`src/aac_regs.vh`:
```
// Purpose: register map, field layout, reset values and timing counts
// Assumes: 32-bit AXI4-Lite words, byte address = 4 x register index
// Notes:   definitions only
`ifndef AAC_REGS_VH
`define AAC_REGS_VH

`define AAC_IDX_OFFSET      10'h08E
`define AAC_IDX_GAIN        10'h08F
`define AAC_IDX_STEP0       10'h090
`define AAC_IDX_CTRL        10'h094
`define AAC_IDX_STATUS      10'h095

`define AAC_RST_OFFSET      16'h0000
`define AAC_RST_GAIN        16'h0000
`define AAC_RST_STEP0       16'h0000
`define AAC_RST_DELAY       3'h0

`define AAC_STEP_EN_BIT     15
`define AAC_STEP_GAIN_HI    14
`define AAC_STEP_GAIN_LO    13
`define AAC_STEP_NEG_BIT    4
`define AAC_STEP_POS_HI     3
`define AAC_STEP_POS_LO     0
`define AAC_STEP_WMASK      16'hE01F

`define AAC_CTRL_LAUNCH_BIT 0
`define AAC_CTRL_DLY_HI     10
`define AAC_CTRL_DLY_LO     8

`define AAC_STAT_BUSY_BIT   0
`define AAC_STAT_CONV_BIT   1
`define AAC_STAT_SKIP_BIT   2
`define AAC_STAT_DONE_BIT   3

`define AAC_GAIN_X1         2'h0
`define AAC_GAIN_X2         2'h1
`define AAC_GAIN_X4         2'h2

`define AAC_POS_FIRST_AUTO  4'h8
`define AAC_POS_TEMP        4'h8
`define AAC_POS_SHORT       4'h9
`define AAC_POS_TEST_DAC    4'hA
`define AAC_POS_SUPPLY_DIV4 4'hB

`define AAC_DLY_MIN_CYC     13'h0010
`define AAC_DLY_BASE_CYC    13'h0040

`define AAC_RESP_OKAY       2'h0
`define AAC_RESP_SLVERR     2'h2

`endif

```
`src/aac_calib_step.v`:
```
// Purpose: auxiliary converter calibration words and first step config
// Assumes: AXI4-Lite master, conversion datapath on the same clock
// Notes:   one step only; further steps and mode control live elsewhere
//
// Design decision made here: register access over AXI4-Lite.
`include "aac_regs.vh"

module aac_calib_step (
    // clock and reset
    input  wire        i_clock,
    input  wire        i_rst,
    input  wire        i_clk_en,
    // axi4-lite write address and data
    input  wire [11:0] i_awaddr,
    input  wire        i_awvalid,
    output reg         o_awready,
    input  wire [31:0] i_wdata,
    input  wire [3:0]  i_wstrb,
    input  wire        i_wvalid,
    output reg         o_wready,
    // axi4-lite write response
    output reg  [1:0]  o_bresp,
    output reg         o_bvalid,
    input  wire        i_bready,
    // axi4-lite read
    input  wire [11:0] i_araddr,
    input  wire        i_arvalid,
    output reg         o_arready,
    output reg  [31:0] o_rdata,
    output reg  [1:0]  o_rresp,
    output reg         o_rvalid,
    input  wire        i_rready,
    // conversion datapath
    input  wire        i_conv_done,
    output reg         o_conv_start,
    output reg         o_step_active,
    output reg  [1:0]  o_gain_setting,
    output reg         o_offset_half_lsb,
    output reg  [3:0]  o_pos_select,
    output reg         o_neg_select,
    output reg         o_neg_auto,
    output reg  [15:0] o_offset_word,
    output reg  [15:0] o_gain_word
);

    localparam [3:0] ST_IDLE   = 4'h1;
    localparam [3:0] ST_SETTLE = 4'h2;
    localparam [3:0] ST_CONV   = 4'h4;
    localparam [3:0] ST_WAIT   = 4'h8;

    reg [15:0] offset_reg;
    reg [15:0] gain_reg;
    reg [15:0] step_reg;
    reg [2:0]  delay_reg;
    reg        launch_reg;
    reg        skipped_reg;
    reg        done_reg;
    reg [3:0]  state_reg;
    reg [11:0] aw_addr_reg;
    reg        aw_held_reg;
    reg [31:0] w_data_reg;
    reg [3:0]  w_strb_reg;
    reg        w_held_reg;

    // timer busy is left open: the sequencer state already tells the same
    wire       tmr_done;
    wire       tmr_start;
    wire       tmr_abort;
    wire       do_write;
    wire [9:0] wr_idx;
    wire [9:0] rd_idx;
    wire       step_en;
    wire [3:0] pos_code;

    assign do_write  = aw_held_reg & w_held_reg & ~o_bvalid;
    assign wr_idx    = aw_addr_reg[11:2];
    assign rd_idx    = i_araddr[11:2];
    assign step_en   = step_reg[`AAC_STEP_EN_BIT];
    assign pos_code  = step_reg[`AAC_STEP_POS_HI:`AAC_STEP_POS_LO];
    assign tmr_start = launch_reg & step_en;
    assign tmr_abort = launch_reg & ~step_en;

    // byte-lane merge of the low half word
    function [15:0] merge16;
        input [15:0] old_val;
        input [31:0] data;
        input [3:0]  strb;
        begin
            merge16[7:0]  = strb[0] ? data[7:0] : old_val[7:0];
            merge16[15:8] = strb[1] ? data[15:8] : old_val[15:8];
        end
    endfunction

    // true when a word index names a mapped register
    function mapped;
        input [9:0] idx;
        begin
            mapped = (idx == `AAC_IDX_OFFSET) || (idx == `AAC_IDX_GAIN) ||
                     (idx == `AAC_IDX_STEP0) || (idx == `AAC_IDX_CTRL) ||
                     (idx == `AAC_IDX_STATUS);
        end
    endfunction

    // gain field decode, 10 and 11 both mean x4
    function [1:0] gain_decode;
        input [1:0] code;
        begin
            case (code)
                2'h0:    gain_decode = `AAC_GAIN_X1;
                2'h1:    gain_decode = `AAC_GAIN_X2;
                default: gain_decode = `AAC_GAIN_X4;
            endcase
        end
    endfunction

    aac_settle_timer u_settle (
        .i_clock      (i_clock),
        .i_rst        (i_rst),
        .i_clk_en     (i_clk_en),
        .i_start      (tmr_start),
        .i_abort      (tmr_abort),
        .i_delay_code (delay_reg),
        .o_busy       (),
        .o_done       (tmr_done)
    );

    // write channels are taken independently; the write lands once both are held
    always @(posedge i_clock) begin
        if (i_rst) begin
            o_awready   <= 1'b0;
            o_wready    <= 1'b0;
            o_bvalid    <= 1'b0;
            o_bresp     <= `AAC_RESP_OKAY;
            aw_held_reg <= 1'b0;
            w_held_reg  <= 1'b0;
            aw_addr_reg <= 12'h000;
            w_data_reg  <= 32'h00000000;
            w_strb_reg  <= 4'h0;
            offset_reg  <= `AAC_RST_OFFSET;
            gain_reg    <= `AAC_RST_GAIN;
            step_reg    <= `AAC_RST_STEP0;
            delay_reg   <= `AAC_RST_DELAY;
            launch_reg  <= 1'b0;
        end else if (i_clk_en) begin
            launch_reg <= 1'b0;
            o_awready  <= ~aw_held_reg & ~(o_awready & i_awvalid);
            o_wready   <= ~w_held_reg & ~(o_wready & i_wvalid);
            if (o_awready & i_awvalid) begin
                aw_addr_reg <= i_awaddr;
                aw_held_reg <= 1'b1;
            end
            if (o_wready & i_wvalid) begin
                w_data_reg <= i_wdata;
                w_strb_reg <= i_wstrb;
                w_held_reg <= 1'b1;
            end
            if (do_write) begin
                aw_held_reg <= 1'b0;
                w_held_reg  <= 1'b0;
                o_awready   <= 1'b0;
                o_wready    <= 1'b0;
                o_bvalid    <= 1'b1;
                o_bresp     <= mapped(wr_idx) ? `AAC_RESP_OKAY : `AAC_RESP_SLVERR;
                case (wr_idx)
                    `AAC_IDX_OFFSET: begin
                        offset_reg <= merge16(offset_reg, w_data_reg, w_strb_reg);
                    end
                    `AAC_IDX_GAIN: begin
                        gain_reg <= merge16(gain_reg, w_data_reg, w_strb_reg);
                    end
                    `AAC_IDX_STEP0: begin
                        // reserved bits never store, so they always read back zero
                        step_reg <= merge16(step_reg, w_data_reg, w_strb_reg)
                                    & `AAC_STEP_WMASK;
                    end
                    `AAC_IDX_CTRL: begin
                        if (w_strb_reg[1]) begin
                            delay_reg <= w_data_reg[`AAC_CTRL_DLY_HI:`AAC_CTRL_DLY_LO];
                        end
                        if (w_strb_reg[0]) begin
                            launch_reg <= w_data_reg[`AAC_CTRL_LAUNCH_BIT];
                        end
                    end
                    default: begin
                    end
                endcase
            end
            if (o_bvalid & i_bready) begin
                o_bvalid <= 1'b0;
            end
        end
    end

    // read channel: one word per request, answered the cycle after it is taken
    always @(posedge i_clock) begin
        if (i_rst) begin
            o_arready <= 1'b0;
            o_rvalid  <= 1'b0;
            o_rdata   <= 32'h00000000;
            o_rresp   <= `AAC_RESP_OKAY;
        end else if (i_clk_en) begin
            o_arready <= ~o_rvalid & ~(o_arready & i_arvalid);
            if (o_arready & i_arvalid) begin
                o_arready <= 1'b0;
                o_rvalid  <= 1'b1;
                o_rresp   <= mapped(rd_idx) ? `AAC_RESP_OKAY : `AAC_RESP_SLVERR;
                case (rd_idx)
                    `AAC_IDX_OFFSET: o_rdata <= {16'h0000, offset_reg};
                    `AAC_IDX_GAIN:   o_rdata <= {16'h0000, gain_reg};
                    `AAC_IDX_STEP0:  o_rdata <= {16'h0000, step_reg};
                    `AAC_IDX_CTRL:   o_rdata <= {21'h000000, delay_reg, 8'h00};
                    `AAC_IDX_STATUS: o_rdata <= {28'h0000000, done_reg, skipped_reg,
                                                 state_reg == ST_WAIT || state_reg == ST_CONV,
                                                 state_reg != ST_IDLE};
                    default:         o_rdata <= 32'h00000000;
                endcase
            end else if (o_rvalid & i_rready) begin
                o_rvalid <= 1'b0;
            end
        end
    end

    // step sequencer; a launch always aborts an ongoing step and restarts it only when the step is enabled
    always @(posedge i_clock) begin
        if (i_rst) begin
            state_reg         <= ST_IDLE;
            skipped_reg       <= 1'b0;
            done_reg          <= 1'b0;
            o_conv_start      <= 1'b0;
            o_step_active     <= 1'b0;
            o_gain_setting    <= `AAC_GAIN_X1;
            o_offset_half_lsb <= 1'b0;
            o_pos_select      <= 4'h0;
            o_neg_select      <= 1'b0;
            o_neg_auto        <= 1'b0;
            o_offset_word     <= `AAC_RST_OFFSET;
            o_gain_word       <= `AAC_RST_GAIN;
        end else if (i_clk_en) begin
            o_conv_start  <= 1'b0;
            o_offset_word <= offset_reg;
            o_gain_word   <= gain_reg;
            case (state_reg)
                ST_IDLE: begin
                end
                ST_SETTLE: begin
                    if (tmr_done) begin
                        state_reg <= ST_CONV;
                    end
                end
                ST_CONV: begin
                    // selections are applied from here until the conversion ends
                    o_conv_start      <= 1'b1;
                    o_step_active     <= 1'b1;
                    o_gain_setting    <= gain_decode(
                        step_reg[`AAC_STEP_GAIN_HI:`AAC_STEP_GAIN_LO]);
                    o_offset_half_lsb <= step_reg[`AAC_STEP_GAIN_HI:`AAC_STEP_GAIN_LO]
                                         != 2'h0;
                    o_pos_select      <= pos_code;
                    o_neg_auto        <= pos_code >= `AAC_POS_FIRST_AUTO;
                    // automatic codes (8 and up: sensor, short, dac, supply, and 0xC to 0xF) ignore the negative bit
                    o_neg_select      <= (pos_code < `AAC_POS_FIRST_AUTO) &
                                         step_reg[`AAC_STEP_NEG_BIT];
                    state_reg         <= ST_WAIT;
                end
                ST_WAIT: begin
                    if (i_conv_done) begin
                        state_reg     <= ST_IDLE;
                        done_reg      <= 1'b1;
                        o_step_active <= 1'b0;
                    end
                end
                default: begin
                    state_reg <= ST_IDLE;
                end
            endcase
            if (launch_reg) begin
                done_reg      <= 1'b0;
                o_step_active <= 1'b0;
                o_conv_start  <= 1'b0;
                if (step_en) begin
                    state_reg   <= ST_SETTLE;
                    skipped_reg <= 1'b0;
                end else begin
                    state_reg   <= ST_IDLE;
                    skipped_reg <= 1'b1;
                    done_reg    <= 1'b1;
                end
            end
        end
    end

endmodule // aac_calib_step

```
`src/aac_settle_timer.v`:
```
// Purpose: settling delay timer ahead of a sequence step conversion
// Assumes: i_clock is the converter master clock
// Notes:   restart while counting reloads the count
`include "aac_regs.vh"

module aac_settle_timer (
    // clock and reset
    input  wire        i_clock,
    input  wire        i_rst,
    input  wire        i_clk_en,
    // control
    input  wire        i_start,
    input  wire        i_abort,
    input  wire [2:0]  i_delay_code,
    // status
    output reg         o_busy,
    output reg         o_done
);

    reg [12:0] count_reg;

    // 000 -> 16 cycles, then 64 doubling up to 4096
    function [12:0] delay_cycles;
        input [2:0] code;
        begin
            if (code == 3'h0) begin
                delay_cycles = `AAC_DLY_MIN_CYC;
            end else begin
                delay_cycles = `AAC_DLY_BASE_CYC << (code - 3'h1);
            end
        end
    endfunction

    always @(posedge i_clock) begin
        if (i_rst) begin
            count_reg <= 13'h0000;
            o_busy    <= 1'b0;
            o_done    <= 1'b0;
        end else if (i_clk_en) begin
            o_done <= 1'b0;
            if (i_abort) begin
                o_busy <= 1'b0;
            end else if (i_start) begin
                count_reg <= delay_cycles(i_delay_code) - 13'h0001;
                o_busy    <= 1'b1;
            end else if (o_busy) begin
                if (count_reg == 13'h0000) begin
                    o_busy <= 1'b0;
                    o_done <= 1'b1;
                end else begin
                    count_reg <= count_reg - 13'h0001;
                end
            end
        end
    end

endmodule // aac_settle_timer

```
`config.mk`:
```
export PLATFORM = sky130hd
export DESIGN_NAME = aac_calib_step
export DESIGN_NICKNAME = d
export VERILOG_FILES = /design/src/aac_calib_step.v /design/src/aac_settle_timer.v
export VERILOG_INCLUDE_DIRS = /design/src
export SDC_FILE = /design/constraint.sdc
export NUM_CORES = 1
export LEC_CHECK = 0
export BUFFER_PORTS_ARGS = -buffer_cell sky130_fd_sc_hd__buf_4
export CORE_AREA = 2 2 138 140
export DETAILED_ROUTE_END_ITERATION = 8
export DIE_AREA = 0 0 140 142
export HOLD_SLACK_MARGIN = 0.05
export MAX_ROUTING_LAYER = met4
export PLACE_DENSITY = 0.57
export SLEW_MARGIN = 20
export SYNTH_ARGS = -nofsm -noshare
export SYNTH_HDL_FRONTEND = slang
export SYNTH_SLANG_ARGS = --single-unit
export TNS_END_PERCENT = 5
```
`constraint.sdc`:
```
create_clock -name i_clock -period 6.6 [get_ports i_clock]
set_input_delay 0.33 -clock i_clock [delete_from_list [all_inputs] [get_ports i_clock]]
set_output_delay 0.33 -clock i_clock [all_outputs]
set_load 0.01 [all_outputs]
```
Word level (Yosys, flattened, before mapping)
Cells that the tools add are included.

Bits of input ports: 69. Output and inout bits: 84. Logic and storage cells: 174. Flip-flop bits (word level): 181.

Mux-type cells: 48. Add/subtract/negate cells: 3. Order comparisons: 2. Reductions and logical operators: 42. Equal/unequal tests: 20. Bitwise gates (word level): 22. Shift-type cells: 1.

Operators by type and width (number): $mux 13 (8); $eq 10x8->1 const B (10); $pmux 16 s5 (1); $reduce_and 4->1 (9); $mux 1 (30); $sub 13x1->13 const B (2); $reduce_and 2->1 (10); $pmux 4 s4 (1); $reduce_bool 2->1 (8); $and 1x1->1 (13); $logic_not 13->1 (1); $shl 7x3->13 const A (1); $mux 4 (3); $logic_or 1x1->1 (9); $not 1->1 (9); $mux 2 (3); $reduce_and 3->1 (2); $eq 4x1->1 const B (1); $eq 4x2->1 const B (1); $eq 4x3->1 const B (1); $eq 4x4->1 const B (1); $ge 4x4->1 const B (1); $lt 4x4->1 const B (1); $ne 2x2->1 const B (2); 10 further kinds (10).

Logic depth before layout (Yosys ltp)
Gate-level depths: netlist of the first run.

Depth after elaboration: 9. Depth in mapped cells: 10.

Hierarchy
Synthesis of the first run repeated with hierarchy kept, for this count alone.

Cell total of the unflattened synthesis: 772. Area, all modules: 6881.6 um^2.

By module, submodules not included: aac_calib_step (area an instance 5869.4 um^2, instances 1, cells each 643); aac_settle_timer (area an instance 1012.2 um^2, instances 1, cells each 129).

Worst setup path before layout of the first run
OpenSTA, ideal clock, no wires.

Path type: register to register. Start point: reg launch_reg. End point: reg u_settle.count_reg[12]. Arrival time: 2.031 ns. Data required time: 6.469 ns. Slack: 4.438 ns. Path buffers: 3. Cell stages (with the launch flop): 11. Clock period less this slack: 2.162 ns. Cell sequence: dfxtp_1 -> clkbuf_1 -> nand2_1 -> clkbuf_1 -> nand2_1 -> ha_1 -> clkbuf_1 -> o21ai_0 -> o31a_1 -> a21oi_1 -> o22ai_1.

Word-level cells in the longest chain between the ends: 3.

Ends and longest elaborated chain: start, declared (line aac_calib_step.v:55) `reg launch_reg;`; start signal, assigned (line aac_calib_step.v:181) `` launch_reg <= w_data_reg[`AAC_CTRL_LAUNCH_BIT]; ``; $and 1x1->1, on equally long branches (line aac_calib_step.v:80, aac_calib_step.v:81); $ne 2x2->1 (no line), or another cell as far along; $reduce_and 4->1 (no line); end signal, assigned (line aac_settle_timer.v:44) `count_reg <= delay_cycles(i_delay_code) - 13'h0001;`; end signal, assigned (line aac_settle_timer.v:51) `count_reg <= count_reg - 13'h0001;`; end, declared (line aac_settle_timer.v:20) `reg [12:0] count_reg;`.

Parallel ways exist; a longest one is shown, timed or not. A chain may end at the register's enable or synchronous reset.

Worst setup path in the final report of the first run
Start point: reg launch_reg. End point: reg u_settle.count_reg[4].

The elaborated chain is that of the path after synthesis.

==> metrics.cfg, run 1 <==
[outcome]
run_status = finished with violations
violations = DRC

[grt]
grt_pass1_wl_mm = 29.0
gr-usage-all-layers_pct = 19.0
grt_max_degree = 86
antenna_found_initial = 0
overflow = 0
grt_pass1_vias = 5344

[logic_synthesis]
synth-edff-count = 0
synth_most_common_cell = dfxtp_1
synth_cell_types = 67
syn_inst = 790
synthTopCellsByCount = dfxtp_1 (161), nand2_1 (127), nor2_1 (91)
synth.top_cells.by_area = dfxtp_1 (47%), mux2i_1 (9.5%), nand2_1 (6.9%), a21oi_1 (5.6%), nor2_1 (5.0%)
async_flop_share_pct = 0
syn-cell-area_um2 = 6880
yosys.area.top_type = dfxtp_1
synth_top_area_share_pct = 46.8
ys_seq_area_share_pct = 46.8
synth-seq-cells = 161
yosys_most_used_dff = dfxtp_1
yosysWarnings = 0
syn_avg_cell_area_um2 = 8.71

[sta]
setup_viol = 0
drv_slew = 0
min_period_over_period_pct = 37.6
finalHoldViolCount = 0
max_freq_mhz = 403
finalCriticalPeriod_ns = 2.48
worstMarginPinSlew_ns = 0.898
clock-skew-final_ns = 0.0137
slew_headroom_pct = 40.0
holdWs_ns = 0.140
rsz0062_at_grt = no
fin_ws_ns = 4.12
setup_tns_ns = 0

[placement]
pre_cts_slack_ns = 4.17
place_congestion = 0.809
port-buffer-count = 112
dpl.hpwl_mm = 12.6
dp.cells = 1091
placed_cell_area_um2 = 7780

[finish]
nFillCells = 1829
fin_cells = 1123
area_delta_synth_final_pct = 21.5
post_route_cells_drive_above_1_share_pct = 19.1
layout.nets = 946
n_antenna_cell = 0
final_cell_area_um2 = 8360

[die]
core_area_um2 = 18500
io_pins = 153
rows = 50
design.die.area_um2 = 19900
die_x_um = 140
start_util_pct = 37.3
die_h_um = 142

[clock_tree]
clock_latency_ns = 0.43
post_cts_buffers = 0
clk_pin_slew_worst_paths_ns = 0.07
root_buffer = clkbuf_16
cts_htree_levels = 4
hold_buffers = 0
numCtsBuffers = 17
clock_path_buffers = 2
cts_resized = 0
cts_tree = built
cts.sinks = 161

[power]
p_comb_share_pct = 4.3
p_per_area_nw_per_um2 = 246
leakage_nw = 3.53
p_switching_w = 0.000498
power_frac_seq_pct = 48.0
p_int_w = 0.00156
peakVddDrop_mv = 0.195
swShare_pct = 24.2
clock_power_share_pct = 47.7

[setup_path]
startpoint_type = register
cp-end-kind = register
crit_required_ns = 6.88
worstPathArrival_ns = 2.76
crit_fanout = 13
worstSetupPathType = register to register

[drt]
drt-initial-drc-count = 414
dr.max_layer_used = met4
drt_first_pass_iters = 7
met2_length_mm = 8.13
vias = 5746
drt-total-wl_mm = 18.1
drc = 10
wl_met1_mm = 8.90
wl_met3_um = 738
wl_per_cell_um = 16.1
ant_nets = 0
via_per_inst = 5.12

[worst_hold_path]
hp-class = primary input to register

[job]
maxCapViolCount = 0

area by class of cell:
type	count	area, um2	area share (%)
clock inverters	14	145	1.74
inverters	6	22.5	0.269
well taps	234	293	3.50
flip-flops and latches	161	3220	38.5
multi-input cells	574	3370	40.3
clock buffers	18	439	5.25
repair buffers	116	871	10.4
through the flow:
stage / total power (W) / util, %
2_1_floorplan: 0.00106 / -
3_3_place_gp: 0.00110 / 42.1
3_5_place_dp: 0.00110 / 42.1
4_1_cts: 0.00207 / 45.3
5_1_grt: 0.00213 / 45.3
6_report: 0.00205 / 45.3
power by group through the flow:
stage / combinational (W) / clock [W] / sequential (W)
CTS: 0.0000893 / 0.000998 / 0.000986
global placement: 0.0000892 / 0 / 0.00101
finish: 0.0000887 / 0.000980 / 0.000986
detailed placement: 0.0000893 / 0 / 0.00101
floorplan: 0.0000578 / 0 / 0.00101
global route: 0.0000974 / 0.00104 / 0.000987
path summary, 6_finish.rpt:
path / startpoint / to / slack, ns / cells after the start
worst min-delay path: i_awaddr[10] / aw_addr_reg[10] / 0.14 / 3
worst max-delay path: launch_reg / u_settle.count_reg[4] / 4.12 / 8
worst min register to register: o_pos_select[3] / o_pos_select[3] / 0.45 / 2
worst max register to register: launch_reg / u_settle.count_reg[4] / 4.12 / 8
kinds of logic after synthesis:
family | Yosys count | share of synthesized area (%)
compound gates | 164 | 15.1
xor+xnor | 5 | 0.636
fa+ha+maj | 1 | 0.182
buf+inv | 72 | 5.13
flops | 161 | 46.8
mux | 71 | 10.4
other cells | 1 | 0.0545
simple gates | 315 | 21.6
per-layer routing:
metal	global-route usage (%)	vias up
met2	28.2	137
met1	26.2	2684
met3	3.60	19
met4	6.49	0
met5	-	-
li1	-	2906
critical path, cell delays in order, from the launching register on:
cell     delay (ns)
dfxtp_1        0.56
nand2_1        0.37
nand2_1        0.17
ha_1           0.44
nor3b_1        0.35
xnor2_1        0.16
nor2_1         0.05
o22ai_1        0.13
a21oi_1        0.08
cell usage in the layout (no fill, tap or decap), types with 7 or more instances in the layout:
master       n
nor3_1      18
a21oi_1     77
and2_1       7
o21ai_0     19
nand3_1      9
a22oi_1     18
nor2_1      91
nand2b_1    12
nand2_1    127
conb_1      18
and3_1       7
mux2i_1     65
buf_4      116
clkbuf_16   17
dfxtp_1    161
a22o_1      11
(Power assumes the default switching activity.)
==> run 2: changes to the inputs <==
- PLACE_DENSITY: 0.57 -> 0.59
- clock period: 6.6 -> 2.1 ns (I/O delays scaled with it)
==> run 2 against run 1 <==
  * Clock skew is 0.0044 ns lower
  * Power grew to 3.2 times the previous value
  * The flow still finishes with violations (DRC)
  * Critical path depth is 3 lower
  * Largest cell class unchanged
  * Wire length is 4.4% higher
  * Die area stayed put
  * Setup slack worse by 4.1 ns
  * Register-to-register slack worse by 4.1 ns
  * Via count is 4.9% higher
==> metrics.cfg, run 2 (synthesis gave the netlist of run 1 again) <==
[sta]
min_period_over_period_pct = 97.4  ; +60 points
holdWs_ns = 0.120  ; -0.0201 ns
finalHoldViolCount = 0  ; unchanged
finalCriticalPeriod_ns = 2.05  ; -0.439 ns
worstMarginPinSlew_ns = 0.652  ; -0.245 ns
clock-skew-final_ns = 0.00934  ; -0.00436 ns
setup_viol = 0  ; unchanged
slew_headroom_pct = 56.5  ; +17 points
max_freq_mhz = 489  ; +21%
rsz0062_at_grt = yes
drv_slew = 0  ; unchanged

[drt]
drt-initial-drc-count = 422  ; +1.9%
drc = 10  ; unchanged
vias = 6027  ; +4.9%
ant_nets = 0  ; unchanged
via_per_inst = 5.07  ; -0.85%
wl_per_cell_um = 15.9  ; -1.3%
drt_first_pass_iters = 7  ; unchanged
drt-total-wl_mm = 18.9  ; +4.4%

[clock_tree]
numCtsBuffers = 17  ; unchanged
clock_path_buffers = 2  ; unchanged
cts_resized = 0  ; unchanged
post_cts_buffers = 0  ; unchanged
cts_tree = built
cts_htree_levels = 4  ; unchanged
clock_latency_ns = 0.43  ; about the same
root_buffer = clkbuf_16
cts.sinks = 161  ; unchanged
clk_pin_slew_worst_paths_ns = 0.07  ; about the same

[setup_path]
worstPathArrival_ns = 2.35  ; -0.41 ns
r2r-end = gain_reg[4]
reg2reg_from = aw_addr_reg[7]
path_cells = or4b_1 -> nor3_2 -> nand3_2 -> mux2i_1 -> nor2_1
startpoint_type = register
cp-end-kind = register
r2r_slack_ns = 0.05  ; -4.06 ns
path_delay_family = simple AND/OR/NAND/NOR gates
crit_fanout = 8  ; -5
cpPeakStageDelay_ns = 0.60  ; +0.04 ns
worstSetupPathType = register to register
crit_start = aw_addr_reg[7]
worst_r2r_path_depth = 5  ; -3
worst_path_max_delay_cell = or4b_1
crit_required_ns = 2.41  ; -4.47 ns
cp_num_buf_inv = 0  ; unchanged

[die]
rows = 50  ; unchanged
die_h_um = 142  ; unchanged
io_pins = 153  ; unchanged
core_area_um2 = 18500  ; unchanged
design.die.area_um2 = 19900  ; unchanged
start_util_pct = 37.3  ; unchanged
die_x_um = 140  ; unchanged

[power]
leakage_nw = 3.85  ; +8.9%
p_per_area_nw_per_um2 = 731  ; +200%
finalPower_w = 0.00658  ; +220%
peakVddDrop_mv = 0.550  ; +180%

[finish]
final_common_cell = dfxtp_1
nFillCells = 1779  ; -2.7%
area_delta_synth_final_pct = 30.9
n_antenna_cell = 0  ; unchanged
layout.nets = 1011  ; +6.9%
mostFrequentLayoutCells = dfxtp_1 (161), buf_4 (142), nand2_1 (127)
area.sequential_um2 = 3220  ; unchanged
post_route_cells_drive_above_1_share_pct = 21.0  ; +1.8 points
multi_input_area_um2 = 3380  ; +0.19%

[grt]
overflow = 0  ; unchanged
grt_pass1_wl_mm = 30.4  ; +4.8%
antenna_found_initial = 0  ; unchanged
grt_pass1_vias = 5771  ; +8.0%
gr-usage-all-layers_pct = 19.9  ; +0.91 points
grt_max_degree = 75  ; -13%

[job]
maxCapViolCount = 0  ; unchanged

[worst_hold_path]
hold-path-endpoint = o_rdata[2]
hp-class = primary input to register
hp-start = i_araddr[4]
worstHoldPathCells = 4  ; +1

[placement]
dpl.hpwl_mm = 13.2  ; +4.8%
port-buffer-count = 112  ; unchanged
place_congestion = 0.906  ; +12%

[outcome]
run_status = finished with violations
violations = DRC

-- run 2: changes by cell type in the layout (fill, tap and decap cells not counted), sizes merged --
cell / previous run / this run
bufinv: 1 / 2
clkinvlp: 2 / 3
inv: 13 / 10
buf: 116 / 146
clkbuf: 18 / 19
dlygate4sd3: 0 / 35
-- run 2: worst min-delay path: cells and delay by family --
family                 cells  cell delay [ns]
buffers and inverters      1             0.10
AOI/OAI and AO/OA          2             0.24
and+or+nand+nor            1             0.06
-- run 2: layout make-up --
type                       instances  area share (%)
clock inverter                    13            1.68
inverter                           6           0.250
multi-input combinational        574            37.5
clock buffer                      19            4.92
sequential                       161            35.8
tap                              234            3.25
timing repair buffer             181            16.6
-- run 2: worst max path at each step --
stage,endpoint,slack (ns),depth (start not counted)
after floorplan,u_settle.count_reg[12],0.09,10
after global placement,gain_reg[2],0.09,5
after detailed placement,gain_reg[1],0.07,5
after CTS,gain_reg[4],0.03,5
after global routing,gain_reg[0],-0.01,5
final,gain_reg[4],0.05,5
-- run 2: per-layer routing --
metal / vias up / routed length, um / GRT usage [%]
li1: 3035 / - / -
met3: 18 / 713 / 3.73
met4: 0 / 277 / 5.79
met1: 2841 / 8920 / 26.0
met5: - / 0 / -
met2: 133 / 8950 / 31.8
-- run 2: repair_timing --
| item | in CTS | in global routing |
|---|---|---|
| endpoints found under the setup margin | 0 | 4 |
| hold buffers | 35 | 0 |
| hold endpoints to repair | 33 | 0 |
-- run 2: metrics by stage --
stage / cells / utilization (%) / TNS, ns / area (um2) / setup WS [ns]
2_1_floorplan: 807 / - / 0 / 6950 / 0.0864
3_3_place_gp: 1121 / 43.6 / 0 / 8050 / 0.0881
3_5_place_dp: 1121 / 43.6 / 0 / 8050 / 0.0707
4_1_cts: 1188 / 48.8 / 0 / 9000 / 0.0254
5_1_grt: 1188 / 48.8 / -0.0335 / 9000 / -0.0146
6_report: 1188 / 48.8 / 0 / 9000 / 0.0549
-- run 2: power breakdown --
group | leakage, nW | internal [W] | switching, W
combinational | 2.27 | 0.000167 | 0.000181
clock | 0.282 | 0.00180 | 0.00133
sequential | 1.30 | 0.00308 | 0.0000243
total | 3.85 | 0.00505 | 0.00153
